**config.mk**
```make
export PLATFORM = sky130hd
export DESIGN_NAME = sacc_top
export DESIGN_NICKNAME = d
export VERILOG_FILES = /design/src/shared/sacc_pkg.sv /design/src/sacc_top.sv
export SDC_FILE = /design/constraint.sdc
export NUM_CORES = 1
export LEC_CHECK = 0
export ABC_AREA = 1
export BUFFER_PORTS_ARGS = -buffer_cell sky130_fd_sc_hd__buf_4
export CAP_MARGIN = 30
export CORE_MARGIN = 4
export CORE_UTILIZATION = 54
export DETAILED_ROUTE_END_ITERATION = 10
export PLACE_DENSITY_LB_ADDON = 0.1
export SETUP_SLACK_MARGIN = 0.05
export SLEW_MARGIN = 0
export SYNTH_ARGS = -nofsm -noshare
export SYNTH_HDL_FRONTEND = slang
export SYNTH_SLANG_ARGS = --single-unit
```
**constraint.sdc**
```tcl
create_clock -name aclk -period 2.9 [get_ports aclk]
set_input_delay 0.29 -clock aclk [delete_from_list [all_inputs] [get_ports aclk]]
set_output_delay 0.29 -clock aclk [all_outputs]
set_load 0.05 [all_outputs]
```
**src/shared/sacc_pkg.sv**
```systemverilog
// constants shared by the converter conversion control block
// assumes a single 125 MHz clock domain and an axi4-lite register port
package sacc_pkg;
   localparam int          SACC_NCHAN        = 4;
   localparam int          SACC_CONV_CYCLES  = 16;
   localparam int          SACC_INT_DIV      = 4;
   localparam int          SACC_DATA_W       = 14;
   // register byte offsets
   localparam logic [7:0]  SACC_OFS_CTRL     = 8'h00;
   localparam logic [7:0]  SACC_OFS_STATUS   = 8'h04;
   localparam logic [7:0]  SACC_OFS_IRQ_STAT = 8'h08;
   localparam logic [7:0]  SACC_OFS_IRQ_MASK = 8'h0c;
   localparam logic [7:0]  SACC_OFS_RES0     = 8'h10;
   localparam logic [1:0]  SACC_RESP_OKAY    = 2'b00;
   localparam logic [1:0]  SACC_RESP_SLVERR  = 2'b10;
   localparam logic [31:0] SACC_CTRL_RST     = 32'h0000_0000;
   localparam logic [1:0]  SACC_IRQ_RST      = 2'b00;
   localparam int          SACC_IRQ_DONE     = 0;
   localparam int          SACC_IRQ_CHAN     = 1;
   typedef enum logic [1:0] {
      SACC_IDLE = 2'b00,
      SACC_CONV = 2'b01,
      SACC_NEXT = 2'b10
   } sacc_state_e;
endpackage

```
**src/sacc_top.sv**
```systemverilog
// conversion control: trigger, channel sequencing, parallel result port, axi4-lite mirror
// assumes the trigger, select, strobe and nibble pins asynchronous to aclk; results come from an analog core on conv_result
`timescale 1ns/1ps
module sacc_top #(
   parameter int NCHAN = sacc_pkg::SACC_NCHAN,
   parameter int DW    = sacc_pkg::SACC_DATA_W
) (
   input  wire logic          aclk,
   input  wire logic          aresetn,
   input  wire logic          sample_trigger,
   input  wire logic          ext_clock_or_chan_one_select,
   input  wire logic          clock_source_or_chan_two_select,
   input  wire logic [1:0]    chan_hi_select,
   input  wire logic          sw_control,
   input  wire logic          dev_select_n,
   input  wire logic          read_n,
   input  wire logic          write_n,
   input  wire logic [3:0]    low_data_nibble,
   input  wire logic [DW-1:0] conv_result,
   output logic [DW-1:0]      data_out,
   output logic               data_oe,
   output logic               busy,
   output logic               first_result_flag,
   output logic [3:0]         track_hold,
   output logic               irq,
   input  wire logic [7:0]    s_axi_awaddr,
   input  wire logic          s_axi_awvalid,
   output logic               s_axi_awready,
   input  wire logic [31:0]   s_axi_wdata,
   input  wire logic [3:0]    s_axi_wstrb,
   input  wire logic          s_axi_wvalid,
   output logic               s_axi_wready,
   output logic [1:0]         s_axi_bresp,
   output logic               s_axi_bvalid,
   input  wire logic          s_axi_bready,
   input  wire logic [7:0]    s_axi_araddr,
   input  wire logic          s_axi_arvalid,
   output logic               s_axi_arready,
   output logic [31:0]        s_axi_rdata,
   output logic [1:0]         s_axi_rresp,
   output logic               s_axi_rvalid,
   input  wire logic          s_axi_rready
);
   import sacc_pkg::*;

   // ----------------------------------------------------------------
   // pin synchronisers
   // ----------------------------------------------------------------
   localparam int NS = 13;
   // strobes rest high, so reset shows an idle bus and no phantom read
   localparam logic [NS-1:0] PIN_IDLE = 13'h0070;
   logic [NS-1:0] s1_q;
   logic [NS-1:0] s2_q;
   wire  [NS-1:0] pins = {sample_trigger, ext_clock_or_chan_one_select,
                          clock_source_or_chan_two_select, chan_hi_select,
                          sw_control, dev_select_n, read_n, write_n, low_data_nibble};
   always_ff @(posedge aclk) begin
      if (!aresetn) begin
         s1_q <= PIN_IDLE;
         s2_q <= PIN_IDLE;
      end else begin
         s1_q <= pins;
         s2_q <= s1_q;
      end
   end
   wire trg_s  = s2_q[12];
   wire pin7_s = s2_q[11];
   wire pin8_s = s2_q[10];
   wire [1:0] sl34_s = s2_q[9:8];
   wire sw_s   = s2_q[7];
   wire cs_n_s = s2_q[6];
   wire rd_n_s = s2_q[5];
   wire wr_n_s = s2_q[4];
   // nibble shares the strobe latency, so it is still valid at the write edge
   wire [3:0] nib_s = s2_q[3:0];

   logic trg_d1_q;
   logic pin7_d1_q;
   logic wr_d1_q;
   always_ff @(posedge aclk) begin
      if (!aresetn) begin
         trg_d1_q  <= 1'b0;
         pin7_d1_q <= 1'b0;
         wr_d1_q   <= 1'b1;
      end else begin
         trg_d1_q  <= trg_s;
         pin7_d1_q <= pin7_s;
         wr_d1_q   <= wr_n_s;
      end
   end
   wire trg_rise = trg_s & ~trg_d1_q;
   wire wr_rise  = wr_n_s & ~wr_d1_q;

   // ----------------------------------------------------------------
   // channel select register and master clock source
   // ----------------------------------------------------------------
   logic [3:0] chan_reg_q;
   // only a clean write edge counts; read must stay high across it
   wire chan_wr = wr_rise & ~cs_n_s & rd_n_s;
   always_ff @(posedge aclk) begin
      if (!aresetn) chan_reg_q <= 4'h0;
      else if (chan_wr) chan_reg_q <= nib_s;
   end

   wire [3:0] hw_sel  = {sl34_s, pin8_s, pin7_s};
   wire [3:0] cur_sel = sw_s ? chan_reg_q : hw_sel;
   wire use_ext = sw_s & pin8_s;

   logic [1:0] div_q;
   always_ff @(posedge aclk) begin
      if (!aresetn) div_q <= 2'd0;
      else div_q <= div_q + 2'd1;
   end
   wire int_tick = (div_q == 2'(SACC_INT_DIV - 1));
   wire ext_tick = pin7_s & ~pin7_d1_q;
   wire mclk_tick = use_ext ? ext_tick : int_tick;

   // ----------------------------------------------------------------
   // conversion sequencer
   // ----------------------------------------------------------------
   sacc_state_e st_q;
   logic [3:0]  seq_q;
   logic [1:0]  ch_q;
   logic [4:0]  cyc_q;
   logic [DW-1:0] res_q [NCHAN];
   logic [2:0]  nres_q;
   logic [2:0]  ptr_q;
   wire seq_empty = (seq_q == 4'h0);
   wire conv_done = mclk_tick & (cyc_q == 5'(SACC_CONV_CYCLES - 1));
   wire rd_edge;

   always_ff @(posedge aclk) begin
      if (!aresetn) begin
         st_q   <= SACC_IDLE;
         seq_q  <= 4'h0;
         ch_q   <= 2'd0;
         cyc_q  <= 5'd0;
         nres_q <= 3'd0;
      end else begin
         unique case (st_q)
            SACC_IDLE: begin
               if (trg_rise) begin
                  seq_q  <= cur_sel;
                  nres_q <= 3'd0;
                  st_q   <= SACC_NEXT;
               end
            end
            SACC_NEXT: begin
               cyc_q <= 5'd0;
               if (seq_empty) st_q <= SACC_IDLE;
               else begin
                  st_q <= SACC_CONV;
                  ch_q <= seq_q[0] ? 2'd0 : seq_q[1] ? 2'd1 : seq_q[2] ? 2'd2 : 2'd3;
               end
            end
            SACC_CONV: begin
               if (mclk_tick) cyc_q <= cyc_q + 5'd1;
               if (conv_done) begin
                  res_q[nres_q[1:0]] <= conv_result;
                  nres_q <= nres_q + 3'd1;
                  seq_q[ch_q] <= 1'b0;
                  st_q <= SACC_NEXT;
               end
            end
            default: st_q <= SACC_IDLE;
         endcase
      end
   end

   assign busy = (st_q != SACC_IDLE);
   assign track_hold = {4{busy}};

   // ----------------------------------------------------------------
   // parallel read port
   // ----------------------------------------------------------------
   logic rd_act_q;
   wire rd_act = ~cs_n_s & ~rd_n_s;
   assign rd_edge = rd_act_q & ~rd_act;
   always_ff @(posedge aclk) begin
      if (!aresetn) begin
         rd_act_q <= 1'b0;
         ptr_q    <= 3'd0;
         data_out <= '0;
      end else begin
         rd_act_q <= rd_act;
         if (trg_rise) ptr_q <= 3'd0;
         else if (rd_edge) ptr_q <= (ptr_q + 3'd1 >= nres_q) ? 3'd0 : ptr_q + 3'd1;
         data_out <= res_q[ptr_q[1:0]];
      end
   end
   // the pads own the tristate; enable is level from the synchronised strobes
   assign data_oe = rd_act;
   assign first_result_flag = (ptr_q == 3'd0);

   // ----------------------------------------------------------------
   // interrupts
   // ----------------------------------------------------------------
   logic [1:0] ist_q;
   logic [1:0] imask_q;
   logic busy_d1_q;
   wire [1:0] ev = {conv_done, busy_d1_q & ~busy};
   wire aw_go;
   wire [31:0] wd = s_axi_wdata;
   wire wr_istat = aw_go & (s_axi_awaddr == SACC_OFS_IRQ_STAT) & s_axi_wstrb[0];
   wire wr_imask = aw_go & (s_axi_awaddr == SACC_OFS_IRQ_MASK) & s_axi_wstrb[0];
   always_ff @(posedge aclk) begin
      if (!aresetn) begin
         ist_q     <= SACC_IRQ_RST;
         imask_q   <= SACC_IRQ_RST;
         busy_d1_q <= 1'b0;
      end else begin
         busy_d1_q <= busy;
         // a new event wins over a clear in the same cycle
         ist_q <= (ist_q & ~(wr_istat ? wd[1:0] : 2'b00)) | ev;
         if (wr_imask) imask_q <= wd[1:0];
      end
   end
   assign irq = |(ist_q & imask_q);

   // ----------------------------------------------------------------
   // axi4-lite slave
   // ----------------------------------------------------------------
   assign s_axi_awready = s_axi_awvalid & s_axi_wvalid & ~s_axi_bvalid;
   assign s_axi_wready  = s_axi_awready;
   assign aw_go = s_axi_awready;
   wire aw_ok = (s_axi_awaddr == SACC_OFS_IRQ_STAT) | (s_axi_awaddr == SACC_OFS_IRQ_MASK);
   assign s_axi_arready = s_axi_arvalid & ~s_axi_rvalid;
   wire [7:0] ra = s_axi_araddr;
   wire ra_res = (ra >= SACC_OFS_RES0) & (ra < SACC_OFS_RES0 + 8'h10);
   wire [1:0] ri = ra[3:2];
   wire ra_ok = (ra == SACC_OFS_CTRL) | (ra == SACC_OFS_STATUS) | (ra == SACC_OFS_IRQ_STAT)
                | (ra == SACC_OFS_IRQ_MASK) | ra_res;
   wire [31:0] rmux =
      (ra == SACC_OFS_CTRL)     ? {28'h0, chan_reg_q} :
      (ra == SACC_OFS_STATUS)   ? {22'h0, nres_q, ptr_q, use_ext, sw_s, first_result_flag, busy} :
      (ra == SACC_OFS_IRQ_STAT) ? {30'h0, ist_q} :
      (ra == SACC_OFS_IRQ_MASK) ? {30'h0, imask_q} :
      ra_res                    ? {{(32-DW){1'b0}}, res_q[ri]} : 32'h0;
   always_ff @(posedge aclk) begin
      if (!aresetn) begin
         s_axi_bvalid <= 1'b0;
         s_axi_bresp  <= SACC_RESP_OKAY;
         s_axi_rvalid <= 1'b0;
         s_axi_rresp  <= SACC_RESP_OKAY;
         s_axi_rdata  <= 32'h0;
      end else begin
         if (aw_go) begin
            s_axi_bvalid <= 1'b1;
            s_axi_bresp  <= aw_ok ? SACC_RESP_OKAY : SACC_RESP_SLVERR;
         end else if (s_axi_bready) s_axi_bvalid <= 1'b0;
         if (s_axi_arready) begin
            s_axi_rvalid <= 1'b1;
            s_axi_rdata  <= rmux;
            s_axi_rresp  <= ra_ok ? SACC_RESP_OKAY : SACC_RESP_SLVERR;
         end else if (s_axi_rready) s_axi_rvalid <= 1'b0;
      end
   end

   // ----------------------------------------------------------------
   // checks
   // ----------------------------------------------------------------
   a_busy_on_trig: assert property (@(posedge aclk) disable iff (!aresetn)
      (st_q == SACC_IDLE) && trg_rise |=> busy) else $error("busy not raised");
   a_first_flag: assert property (@(posedge aclk) disable iff (!aresetn)
      trg_rise |=> first_result_flag) else $error("first flag mismatch");
   a_hold_all: assert property (@(posedge aclk) disable iff (!aresetn)
      busy |-> track_hold == 4'hf) else $error("track/holds not together");
   a_sel_capture: assert property (@(posedge aclk) disable iff (!aresetn)
      (st_q == SACC_IDLE) && trg_rise |=> seq_q == $past(cur_sel)) else $error("sel not latched");
   a_oe_strobes: assert property (@(posedge aclk) disable iff (!aresetn)
      data_oe |-> !cs_n_s && !rd_n_s) else $error("data driven without strobes");
   a_oe_release: assert property (@(posedge aclk) disable iff (!aresetn)
      cs_n_s || rd_n_s |-> !data_oe) else $error("bus not released");
   a_chan_write: assert property (@(posedge aclk) disable iff (!aresetn)
      chan_wr |=> chan_reg_q == $past(nib_s)) else $error("channel write lost");
   a_no_sel_write: assert property (@(posedge aclk) disable iff (!aresetn)
      cs_n_s |=> $stable(chan_reg_q)) else $error("write while deselected");
   a_conv_len: assert property (@(posedge aclk) disable iff (!aresetn)
      conv_done |-> cyc_q == 5'd15) else $error("conversion length wrong");
   a_int_clock: assert property (@(posedge aclk) disable iff (!aresetn)
      !use_ext |-> mclk_tick == int_tick) else $error("internal clock not used");
endmodule

```
Word level (Yosys, flattened, before mapping) --
Memories as Yosys holds them, arrays and structs flattened. A register that Yosys moved wholly into a read port is not among the register bits. Index checks and enable logic that the tools add are counted. W data, S select, Z words.
Word-level totals: bits in registers 98, bits in latches 0, bits in writable memories 56, bits in read-only memories 0, logic and storage cells 137, memories 1
Memories:
- res_q | words 4, width 14, rd ports 2, clocked after memory_dff 1, write ports 1, RTL line sacc_top.sv:125 | logic [DW-1:0] res_q [NCHAN];
Operators by class: add/subtract/negate cells 4, multiply operators 0, div/mod/pow operators 0, $lt $le $gt $ge 5, eq/ne operators 12, shift-type cells 0, muxes and demuxes 36, bitwise logic cells 40, reduce and logical (&&, ||, !) cells 17
Operators with widths (number):
- $mux W14 | 5
- $eq A8 B4 Y1 const B | 4
- $and A1 B1 Y1 | 18
- $mux W2 | 7
- $mux W1 | 12
- $mux W4 | 3
- $not A1 Y1 | 11
- $pmux W5 S2 | 1
- $reduce_bool A2 Y1 | 5
- $mux W3 | 3
- $eq A8 B3 Y1 const B | 1
- $ge A8 B5 Y1 const B | 1
- $logic_not A8 Y1 | 1
- $lt A8 B6 Y1 const B | 1
- $pmux W4 S2 | 1
- $add A3 B1 Y3 const B | 2
- $ne A2 B2 Y1 const B | 3
- $pmux W2 S3 | 1
- $pmux W3 S2 | 1
- $reduce_and A2 Y1 | 3
- $add A5 B1 Y5 const B | 1
- $eq A5 B4 Y1 const B | 1
- $mux W5 | 1
- $or A1 B1 Y1 | 5
- 19 further kinds | 22

Logic depth before layout (Yosys ltp) --
Gate-level depths: netlist of the first run.
depth after elaboration 8, mapped depth 11

Worst setup path after synthesis of the first run --
OpenSTA, ideal clock, no wires.
path type flip-flop to flip-flop, start register ptr_q[1], end register s_axi_rdata[1], data arrival time 2.067 ns, required time 2.830 ns, path slack 0.762 ns, cell stages (with the launch flop) 11, buffers on the path 2, period minus slack after synthesis 2.138 ns, cell sequence dfxtp_1 > buf_2 > inv_1 > clkbuf_1 > ha_1 > inv_1 > nor2_1 > nand2_1 > nand2_1 > o21bai_1 > a21oi_1
Between the ends: word-level cells in the longest chain between the ends 3
Ends and longest elaborated chain:
- start, declared | RTL line sacc_top.sv:127 | logic [2:0] ptr_q;
- start signal, assigned | RTL line sacc_top.sv:187 | else if (rd_edge) ptr_q <= (ptr_q + 3'd1 >= nres_q) ? 3'd0 : ptr_q + 3'd1;
- $logic_not A3 Y1 | RTL line sacc_top.sv:193 | assign first_result_flag = (ptr_q == 3'd0);
- named net first_result_flag | RTL line sacc_top.sv:23 | output logic first_result_flag,
- $mux W14 | RTL line sacc_top.sv:235 | (ra == SACC_OFS_STATUS) ? {22'h0, nres_q, ptr_q, use_ext, sw_s, first_result_flag, busy} :
- $mux W14 | RTL line sacc_top.sv:234 | (ra == SACC_OFS_CTRL) ? {28'h0, chan_reg_q} :
- end signal, assigned | RTL line sacc_top.sv:253 | s_axi_rdata <= rmux;
- end, declared | RTL line sacc_top.sv:39 | output logic [31:0] s_axi_rdata,
The timed path passes the listed nets, and every way through them passes these cells. A chain may end at the register's enable or synchronous reset.

Worst setup path after layout of the first run --
start register ptr_q[1], end output port first_result_flag
Between the ends: word-level cells in the longest chain between the ends 1
Ends and longest elaborated chain (RTL line):
- $logic_not A3 Y1 | sacc_top.sv:193
- end, declared | sacc_top.sv:23
No other way between the ends.

==> results.json, run 1 <==
{
  "regArea_um2": 3520,
  "worstPathMaxFanout": 13,
  "synthArstFlopShare": 0,
  "design.portCount": 149,
  "post_route_cells_drive_above_1_share": 0.203,
  "cts_hold_buf": 0,
  "cp_data_required_time_ns": 2.61,
  "viasPerCell": 5.24,
  "max-vdd-ir-drop_uv": 453,
  "synthMostInstantiatedCell": "sky130_fd_sc_hd__nand2_1",
  "power_per_cell_area_nw_per_um2": 616,
  "detail_route.first_pass.iterations": 5,
  "n_antenna_cell": 0,
  "wire_length_of_the_first_global_routing_pass_um": 23200,
  "total_switching_power_mw": 1.08,
  "setup_viol": 0,
  "post-synth-top-area-cell": "sky130_fd_sc_hd__dfxtp_1",
  "place.detailed.hpwl_um": 10100,
  "worstSetupEndpointType": "output port",
  "multi_input_comb_area_um2": 2240,
  "worst_slew_margin_rel": 0.601,
  "warnings_from_yosys": 0,
  "route.vias.total": 5105,
  "clock_power_share": 0.455,
  "timing.critical_path.from_type": "register",
  "core_area_um2": 11500,
  "number_of_instances_in_the_synthesized_netlist": 722,
  "fin_worst_skew_ns": 0.00730,
  "post-route-drc-count": 0,
  "cts.path.max_buffers": 2,
  "post_synth_main_area_contributors": "sky130_fd_sc_hd__dfxtp_1 (29%), sky130_fd_sc_hd__edfxtp_1 (27%), sky130_fd_sc_hd__nand2_1 (7.7%)",
  "first_global_vias": 4906,
  "finish.net_count": 916,
  "seq_power_share": 0.466,
  "area.growth.synth_to_final_pct": 21.3,
  "clock_latency_ns": 0.42,
  "antenna_violating_nets_post_route": 0,
  "fp.dieW_um": 116,
  "finalCritPeriodShare": 0.756,
  "hold_path_class": "in2reg",
  "hold_path_depth": 3,
  "totalNegativeSetupSlack_ns": 0,
  "maximum_number_of_pins_on_one_net_before_global_route_repair": 44,
  "cell_repeated_most_along_the_worst_path": "sky130_fd_sc_hd__inv_1",
  "timing.final.hold_violations": 0,
  "post_synth_num_cell_types": 40,
  "totalWireLength_um": 14500,
  "seq_area_frac_synth": 0.556,
  "worst-endpoint-arrival_ns": 1.90,
  "dpl-instance-area_um2": 7100,
  "synthDominantCellAreaShare": 0.291,
  "max_slew.worst_pin.slew_ns": 0.596,
  "p_sw_frac": 0.228,
  "floorplan.rows": 39,
  "postLayoutCellArea_um2": 7690,
  "fillCellCount": 938,
  "combinationalPowerShare": 0.079,
  "rsz0062_at_grt": "no",
  "number_of_antenna_violations_at_the_first_check_in_global_routing": 0,
  "internal-power_mw": 3.66,
  "ys.flop_type": "sky130_fd_sc_hd__dfxtp_1",
  "post_cts.repair.setup_buffers": 0,
  "globalRoute.totalOverflow": 0,
  "tritoncts_clock_tree": "yes",
  "critical-path-max-stage-delay_ns": 0.43,
  "fp.dieH_um": 116,
  "power_leakage_nw": 3.38,
  "synth.ff_latch_count": 148,
  "synth.avg_cell_area_um2": 8.78,
  "groute.usage.overall": 0.224,
  "cp_cell_sequence": "inv_1 > ha_1 > inv_1 > nor2_1 > buf_4",
  "cts_htree_levels": 4,
  "ctsResizeCount": 0,
  "synthTopCellsByCount": "sky130_fd_sc_hd__nand2_1 (130), sky130_fd_sc_hd__dfxtp_1 (92), sky130_fd_sc_hd__inv_1 (84)",
  "worstSetupPathType": "reg2out",
  "first_iter_violations": 293,
  "final.min_clock_period_ns": 2.19,
  "run_status": "finished clean",
  "numClockSinks": 148,
  "mapped_cell_area_um2": 6340,
  "max_cap_violations": 0,
  "gp_routability_congestion": 0.860,
  "cts-buffers-inserted": 17,
  "clock-root-buffer": "sky130_fd_sc_hd__clkbuf_16",
  "final-max-slew-violation-count": 0,
  "timing.fmax_mhz": 456,
  "io_buffers": 95,
  "r2r_cells": 9,
  "critical_path.slowest_cell": "sky130_fd_sc_hd__inv_1",
  "floorplan.die_area_um2": 13500,
  "number_of_enable_type_register_cells_in_the_synthesized_netlist": 56,
  "route.detailed.wl_per_inst_um": 14.9,
  "worst_setup_hold_path_clk_slew_ns": 0.06,
  "starting_density_of_the_core": 0.553
}
sequential cells by signal, indices dropped and copies added, names as in the netlist, 4 cells and up:
signal and cells:
res_q 56, data_out 14, s_axi_rdata 14, s1_q 13
s2_q 13, cyc_q 5, chan_reg_q 4, seq_q 4
kinds of logic (layout without fill, tap and decap cells):
| family | after synthesis | count (layout) | share of synthesized area |
|---|---|---|---|
| fa+ha+maj | 12 | 12 | 0.0237 |
| compound gates | 156 | 156 | 0.134 |
| flops | 148 | 148 | 0.556 |
| simple gates | 262 | 262 | 0.182 |
| xor+xnor | 1 | 1 | 0.00138 |
| buf+inv | 142 | 232 | 0.102 |
| other cells | 1 | 20 | 0.000591 |
power groups by stage:
stage / Sequential, mW / Combinational [mW] / Clock, mW
after floorplan: 2.29 / 0.227 / 0
after global placement: 2.25 / 0.368 / 0
after detailed placement: 2.25 / 0.374 / 0
after CTS: 2.21 / 0.375 / 2.20
after global routing: 2.21 / 0.408 / 2.29
final: 2.21 / 0.376 / 2.16
metal layers:
metal | global-route usage | part of all wire
met3 | 0.0570 | 0.095
met2 | 0.352 | 0.47
met1 | 0.285 | 0.41
met4 | 0.118 | 0.024
met5 | 0 | 0
layout by cell type (no fill, tap or decap), drive strengths merged, types with 8 or more instances in the layout:
cell	netlist	final
edfxtp	56	56
buf	31	106
clkinv	2	8
clkbuf	17	20
dfxtp	92	92
a21oi	73	73
inv	92	92
or2	9	9
conb	1	20
a22oi	13	13
nor2	82	82
ha	12	12
o21ai	56	56
nand3	22	22
nand2	135	135
per-stage QoR:
stage	util	hold slack [ns]	power [mW]	setup WS, ns	cells
global placement	0.619	0.396	2.62	0.929	942
finish	0.671	0.0487	4.74	0.708	974
floorplan	-	0.388	2.52	0.762	741
global route	0.671	0.0350	4.91	0.663	974
CTS	0.671	0.0283	4.78	0.729	974
detailed placement	0.619	0.396	2.63	0.863	942
critical path, delay by kind of cell (launching register included):
family	cells	cell delay (ns)
fa+ha+maj	1	0.26
simple gates	1	0.20
buf+inv	3	0.72
flops	1	0.30
final timing paths:
| kind | startpoint | end | slack, ns |
|---|---|---|---|
| worst min register to register | s1_q[2]$_SDFF_PN0_ | s2_q[2]$_SDFF_PN0_ | 0.41 |
| worst min-delay path | ext_clock_or_chan_one_select | s1_q[11]$_SDFF_PN0_ | 0.05 |
| worst max-delay path | ptr_q[1]$_SDFFE_PP0P_ | first_result_flag | 0.71 |
| worst max register to register | ptr_q[0]$_SDFFE_PP0P_ | ptr_q[0]$_SDFFE_PP0P_ | 0.84 |
cell type report:
class | count | area share
clock buffers | 20 | 0.0568
multi-input cells | 451 | 0.291
clock inverters | 12 | 0.0205
well taps | 143 | 0.0233
repair buffers | 106 | 0.103
flip-flops and latches | 148 | 0.458
inverters | 94 | 0.0465
Note: power is estimated with default switching activity, not from simulation.
==> inputs of run 2 (changes only) <==
CORE_UTILIZATION = 48   (was 54)
clock period = 1.85 ns   (was 2.9 ns; I/O delays follow)
==> results.json, run 2 (synthesized netlist as in run 1, its figures left out) <==
{
  "timing.critical_path.from_type": "register",
  "starting_density_of_the_core": 0.496,
  "hold_path_depth": 4,
  "finish.utilization": 0.655,
  "layout.cells.most_common_list": "sky130_fd_sc_hd__nand2_1 (128), sky130_fd_sc_hd__buf_4 (118), sky130_fd_sc_hd__dfxtp_1 (88), sky130_fd_sc_hd__inv_1 (83), sky130_fd_sc_hd__a21oi_1 (73)",
  "totalWireLength_um": 15300,
  "worstPathMaxFanout": 7,
  "hold_path.startpoint": "s_axi_wdata[0]",
  "tritoncts_clock_tree": "yes",
  "worst-endpoint-arrival_ns": 1.87,
  "route.detailed.wl_per_inst_um": 14.5,
  "postLayoutCellArea_um2": 8370,
  "worstSetupEndpointType": "register",
  "post-place-cells": 984,
  "viasPerCell": 5.02,
  "detail_route.first_pass.iterations": 5,
  "largest_reg_flops": 56,
  "worst_reg2reg_setup_slack_ns": 0.12,
  "worst_setup_hold_path_clk_slew_ns": 0.06,
  "critical_path.slowest_cell": "sky130_fd_sc_hd__dfxtp_4",
  "fin_worst_skew_ns": 0.00542,
  "n_antenna_cell": 0,
  "groute.usage.overall": 0.208,
  "fp.dieW_um": 123,
  "max-vdd-ir-drop_uv": 669,
  "final.min_clock_period_ns": 1.73,
  "final_cell_count_no_fill": 1050,
  "totalNegativeSetupSlack_ns": 0,
  "wire_length_of_the_first_global_routing_pass_um": 24100,
  "globalRoute.totalOverflow": 0,
  "post-route-drc-count": 0,
  "worstPathBufferInverterCount": 2,
  "max_slew.worst_pin.slew_ns": 0.485,
  "worst_r2r_startpoint": "cyc_q[0]$_SDFFE_PN0P_",
  "floorplan.die_area_um2": 15100,
  "maximum_number_of_pins_on_one_net_before_global_route_repair": 31,
  "setup_viol": 0,
  "floorplan.rows": 41,
  "route.vias.total": 5269,
  "design.portCount": 149,
  "clock_latency_ns": 0.42,
  "cp_data_required_time_ns": 1.99,
  "critical-path-max-stage-delay_ns": 0.36,
  "clock-root-buffer": "sky130_fd_sc_hd__clkbuf_16",
  "gp_routability_congestion": 0.866,
  "core_area_um2": 12800,
  "hold_path_class": "in2reg",
  "max_cap_violations": 0,
  "post_route_cells_drive_above_1_share": 0.241,
  "run_status": "finished clean",
  "worstSetupPathType": "reg2reg",
  "power_leakage_nw": 3.63,
  "cts_htree_levels": 4,
  "r2r_cells": 9,
  "rsz0062_at_grt": "no",
  "fp.dieH_um": 123,
  "first_global_vias": 5170,
  "worstReg2RegEnd": "res_q[0][5]$_DFFE_PP_",
  "finalCritPeriodShare": 0.935,
  "hold_end": "ist_q[0]$_SDFF_PN0_",
  "first_iter_violations": 413,
  "cp_cell_sequence": "ha_4 > nand2_2 > nor2_2 > ha_2 > nand3_2 > inv_2 > nand2_4 > nor2_4 > clkbuf_16",
  "worst_slew_margin_rel": 0.673,
  "place.detailed.hpwl_um": 10600,
  "timing.final.hold_violations": 0,
  "number_of_antenna_violations_at_the_first_check_in_global_routing": 0,
  "finish.net_count": 963,
  "area.growth.synth_to_final_pct": 32.1,
  "power_per_cell_area_nw_per_um2": 889,
  "final-max-slew-violation-count": 0,
  "antenna_violating_nets_post_route": 0,
  "timing.fmax_mhz": 578,
  "numClockSinks": 148,
  "cts.path.max_buffers": 2,
  "cts-buffers-inserted": 17,
  "path_delay_family": "simple AND/OR/NAND/NOR gates",
  "dpl-instance-area_um2": 7320,
  "io_buffers": 95,
  "mostFrequentLayoutCell": "sky130_fd_sc_hd__nand2_1"
}
## run 2: metal layers
metal / wire length, um / vias up / GRT usage
met3: 1090 / 37 / 0.0650
met1: 6750 / 2418 / 0.258
met2: 7040 / 205 / 0.336
met4: 367 / 0 / 0.0896
li1: - / 2609 / -
met5: 0 / - / 0
## run 2: worst max-delay path by stage
stage	start	endpoint	slack (ns)	depth (start not counted)
finish	cyc_q[0]$_SDFFE_PN0P_	res_q[0][5]$_DFFE_PP_	0.12	9
global route	ptr_q[0]$_SDFFE_PP0P_	ptr_q[0]$_SDFFE_PP0P_	0.04	9
CTS	cyc_q[0]$_SDFFE_PN0P_	res_q[0][9]$_DFFE_PP_	0.03	9
detailed placement	cyc_q[0]$_SDFFE_PN0P_	res_q[0][2]$_DFFE_PP_	-0.06	9
global placement	cyc_q[0]$_SDFFE_PN0P_	res_q[3][8]$_DFFE_PP_	-0.003	9
floorplan	cyc_q[0]$_SDFFE_PN0P_	res_q[0][0]$_DFFE_PP_	-0.08	8
## run 2: per-stage QoR
| step | worst slack, ns | hold slack (ns) | total power [mW] |
|---|---|---|---|
| detailed placement | -0.0577 | 0.371 | 4.13 |
| finish | 0.120 | 0.0799 | 7.44 |
| CTS | 0.0344 | 0.0640 | 7.51 |
| global placement | -0.00285 | 0.366 | 4.12 |
| floorplan | -0.0783 | 0.283 | 3.95 |
| global route | 0.0416 | 0.0978 | 7.72 |
## run 2: what timing repair did
item	in CTS	in global routing
endpoints found under the hold margin	71	0
setup buffers	0	4
hold buffers	29	0
setup endpoints to repair	56	59
pin swaps	1	8
gates cloned	0	1
gates resized for setup	6	17
## run 2: worst min-delay path, cell delays in order
cell and delay [ns]:
sky130_fd_sc_hd__buf_4 0.08, sky130_fd_sc_hd__nand3_1 0.07, sky130_fd_sc_hd__nand2_1 0.06, sky130_fd_sc_hd__a21oi_1 0.05
## run 2: power breakdown
group	internal [mW]	switching (mW)	leakage, nW
Clock	2.03	1.30	0.292
Sequential	3.43	0.0254	1.26
Combinational	0.231	0.422	2.08
## run 2: layout make-up
class	count	area (um2)
clock inverter	9	61.3
timing repair buffer	153	1300
tap	172	215
multi-input combinational	451	2370
sequential	148	3530
clock buffer	23	532
fill	1047	4400
inverter	94	363
==> inputs of run 3 (changes only) <==
RECOVER_POWER = 25   (was default)
==> results.json, run 3 (synthesized netlist as in run 1, its figures left out) <==
{
  "tritoncts_clock_tree": "yes",
  "r2r_cells": 9,
  "final.min_clock_period_ns": 1.73,
  "fin_ws_ns": 0.119,
  "core_area_um2": 12800,
  "cts-buffers-inserted": 17,
  "final-max-slew-violation-count": 0,
  "first_global_vias": 5170,
  "critical-path-max-stage-delay_ns": 0.36,
  "route.vias.total": 5271,
  "route.detailed.wl_per_inst_um": 14.5,
  "io_buffers": 95,
  "place.detailed.hpwl_um": 10600,
  "setup_viol": 0,
  "power_leakage_nw": 3.59,
  "p_sw_frac": 0.235,
  "dpl-instance-area_um2": 7320,
  "finish.net_count": 963,
  "worstSetupPathType": "reg2reg",
  "hold_path_depth": 4,
  "critical_path.slowest_cell": "sky130_fd_sc_hd__dfxtp_4",
  "post-place-cells": 984,
  "cts_htree_levels": 4,
  "clock_power_share": 0.448,
  "worstPathBufferInverterCount": 2,
  "design.portCount": 149,
  "final_cell_count_no_fill": 1050,
  "worst_setup_hold_path_clk_slew_ns": 0.06,
  "numClockSinks": 148,
  "finalCritPeriodShare": 0.936,
  "max_cap_violations": 0,
  "wire_length_of_the_first_global_routing_pass_um": 24100,
  "starting_density_of_the_core": 0.496,
  "hold_path_class": "in2reg",
  "worst_slew_margin_rel": 0.0712,
  "timing.fmax_mhz": 578,
  "cp_cell_sequence": "ha_4 > nand2_2 > nor2_2 > ha_2 > nand3_2 > inv_2 > nand2_4 > nor2_4 > clkbuf_16",
  "power_per_cell_area_nw_per_um2": 892,
  "area.growth.synth_to_final_pct": 31.3,
  "max-vdd-ir-drop_uv": 669,
  "timing.final.hold_violations": 0,
  "viasPerCell": 5.02,
  "fp.dieH_um": 123,
  "regArea_um2": 3530,
  "timing.critical_path.from_type": "register",
  "total_switching_power_mw": 1.74,
  "path_delay_family": "simple AND/OR/NAND/NOR gates",
  "layout.cells.most_common_list": "sky130_fd_sc_hd__nand2_1 (128), sky130_fd_sc_hd__buf_4 (106), sky130_fd_sc_hd__dfxtp_1 (88), sky130_fd_sc_hd__inv_1 (83), sky130_fd_sc_hd__a21oi_1 (73)",
  "fin_worst_skew_ns": 0.00499,
  "worstPathMaxFanout": 7,
  "postLayoutCellArea_um2": 8330,
  "cts.path.max_buffers": 2,
  "seq_power_share": 0.466,
  "fillCellCount": 1062,
  "clock_latency_ns": 0.42,
  "run_status": "finished clean",
  "detail_route.first_pass.iterations": 6,
  "post_route_cells_drive_above_1_share": 0.228,
  "groute.usage.overall": 0.208,
  "antenna_violating_nets_post_route": 0,
  "worst-endpoint-arrival_ns": 1.87,
  "cp_num_cells": 9,
  "first_iter_violations": 465,
  "number_of_antenna_violations_at_the_first_check_in_global_routing": 0,
  "mostFrequentLayoutCell": "sky130_fd_sc_hd__nand2_1",
  "post-route-drc-count": 0,
  "n_antenna_cell": 0,
  "rsz0062_at_grt": "no",
  "internal-power_mw": 5.68,
  "clock-root-buffer": "sky130_fd_sc_hd__clkbuf_16",
  "multi_input_comb_area_um2": 2370,
  "gp_routability_congestion": 0.866,
  "floorplan.rows": 41,
  "combinationalPowerShare": 0.087,
  "floorplan.die_area_um2": 15100,
  "maximum_number_of_pins_on_one_net_before_global_route_repair": 31,
  "cp_data_required_time_ns": 1.99,
  "globalRoute.totalOverflow": 0,
  "largest_reg_flops": 56,
  "post-place-ws_ns": -0.0577,
  "totalWireLength_um": 15200,
  "worstSetupEndpointType": "register",
  "max_slew.worst_pin.slew_ns": 1.39,
  "fp.dieW_um": 123
}
[run 3: power by group through the flow]
stage / combinational [mW] / sequential, mW / clock [mW]
after CTS: 0.652 / 3.46 / 3.39
after global placement: 0.593 / 3.53 / 0
final: 0.643 / 3.46 / 3.33
after detailed placement: 0.601 / 3.53 / 0
after global routing: 0.698 / 3.46 / 3.55
after floorplan: 0.358 / 3.59 / 0
[run 3: per-stage QoR]
stage | power (mW) | hold WS [ns] | setup TNS [ns] | utilization
5_1_grt | 7.71 | 0.0978 | 0 | 0.652
4_1_cts | 7.51 | 0.0640 | 0 | 0.644
6_report | 7.43 | 0.0804 | 0 | 0.652
3_3_place_gp | 4.12 | 0.366 | -0.0229 | 0.573
2_1_floorplan | 3.95 | 0.283 | -4.39 | -
3_5_place_dp | 4.13 | 0.371 | -2.33 | 0.573
[run 3: layer usage]
| metal | global-route usage | vias up | routed length, um | part of all wire |
|---|---|---|---|---|
| li1 | - | 2609 | - | - |
| met1 | 0.258 | 2426 | 6650 | 0.44 |
| met2 | 0.336 | 196 | 7070 | 0.46 |
| met3 | 0.0650 | 40 | 1130 | 0.074 |
| met4 | 0.0896 | 0 | 383 | 0.025 |
| met5 | 0 | - | 0 | 0 |
[run 3: cell type report]
class | instances | area share
clock inverters | 9 | 0.00736
inverters | 94 | 0.0436
multi-input cells | 451 | 0.284
well taps | 172 | 0.0258
flip-flops and latches | 148 | 0.424
repair buffers | 153 | 0.151
clock buffers | 23 | 0.0639
[run 3: timing repair]
action / in CTS / in global routing
setup buffers: 0 / 4
resized for setup: 6 / 17
hold buffers: 29 / 0
pin swaps: 1 / 8
cloned: 0 / 1
endpoints found under the hold margin: 71 / 0
setup endpoints to repair: 56 / 59
[run 3: worst register-to-register path: cells and delay by family, from the launching register on]
kind          cells  cell delay [ns]
simple gates      5             0.51
flops             1             0.36
fa+ha+maj         2             0.32
buf+inv           2             0.26
[run 3: final timing paths]
check,startpoint,endpoint,slack [ns]
max,cyc_q[0]$_SDFFE_PN0P_,res_q[0][5]$_DFFE_PP_,0.12
max reg2reg,cyc_q[0]$_SDFFE_PN0P_,res_q[0][5]$_DFFE_PP_,0.12
min,s_axi_wdata[0],ist_q[0]$_SDFF_PN0_,0.08
min reg2reg,s1_q[3]$_SDFF_PN0_,s2_q[3]$_SDFF_PN0_,0.41
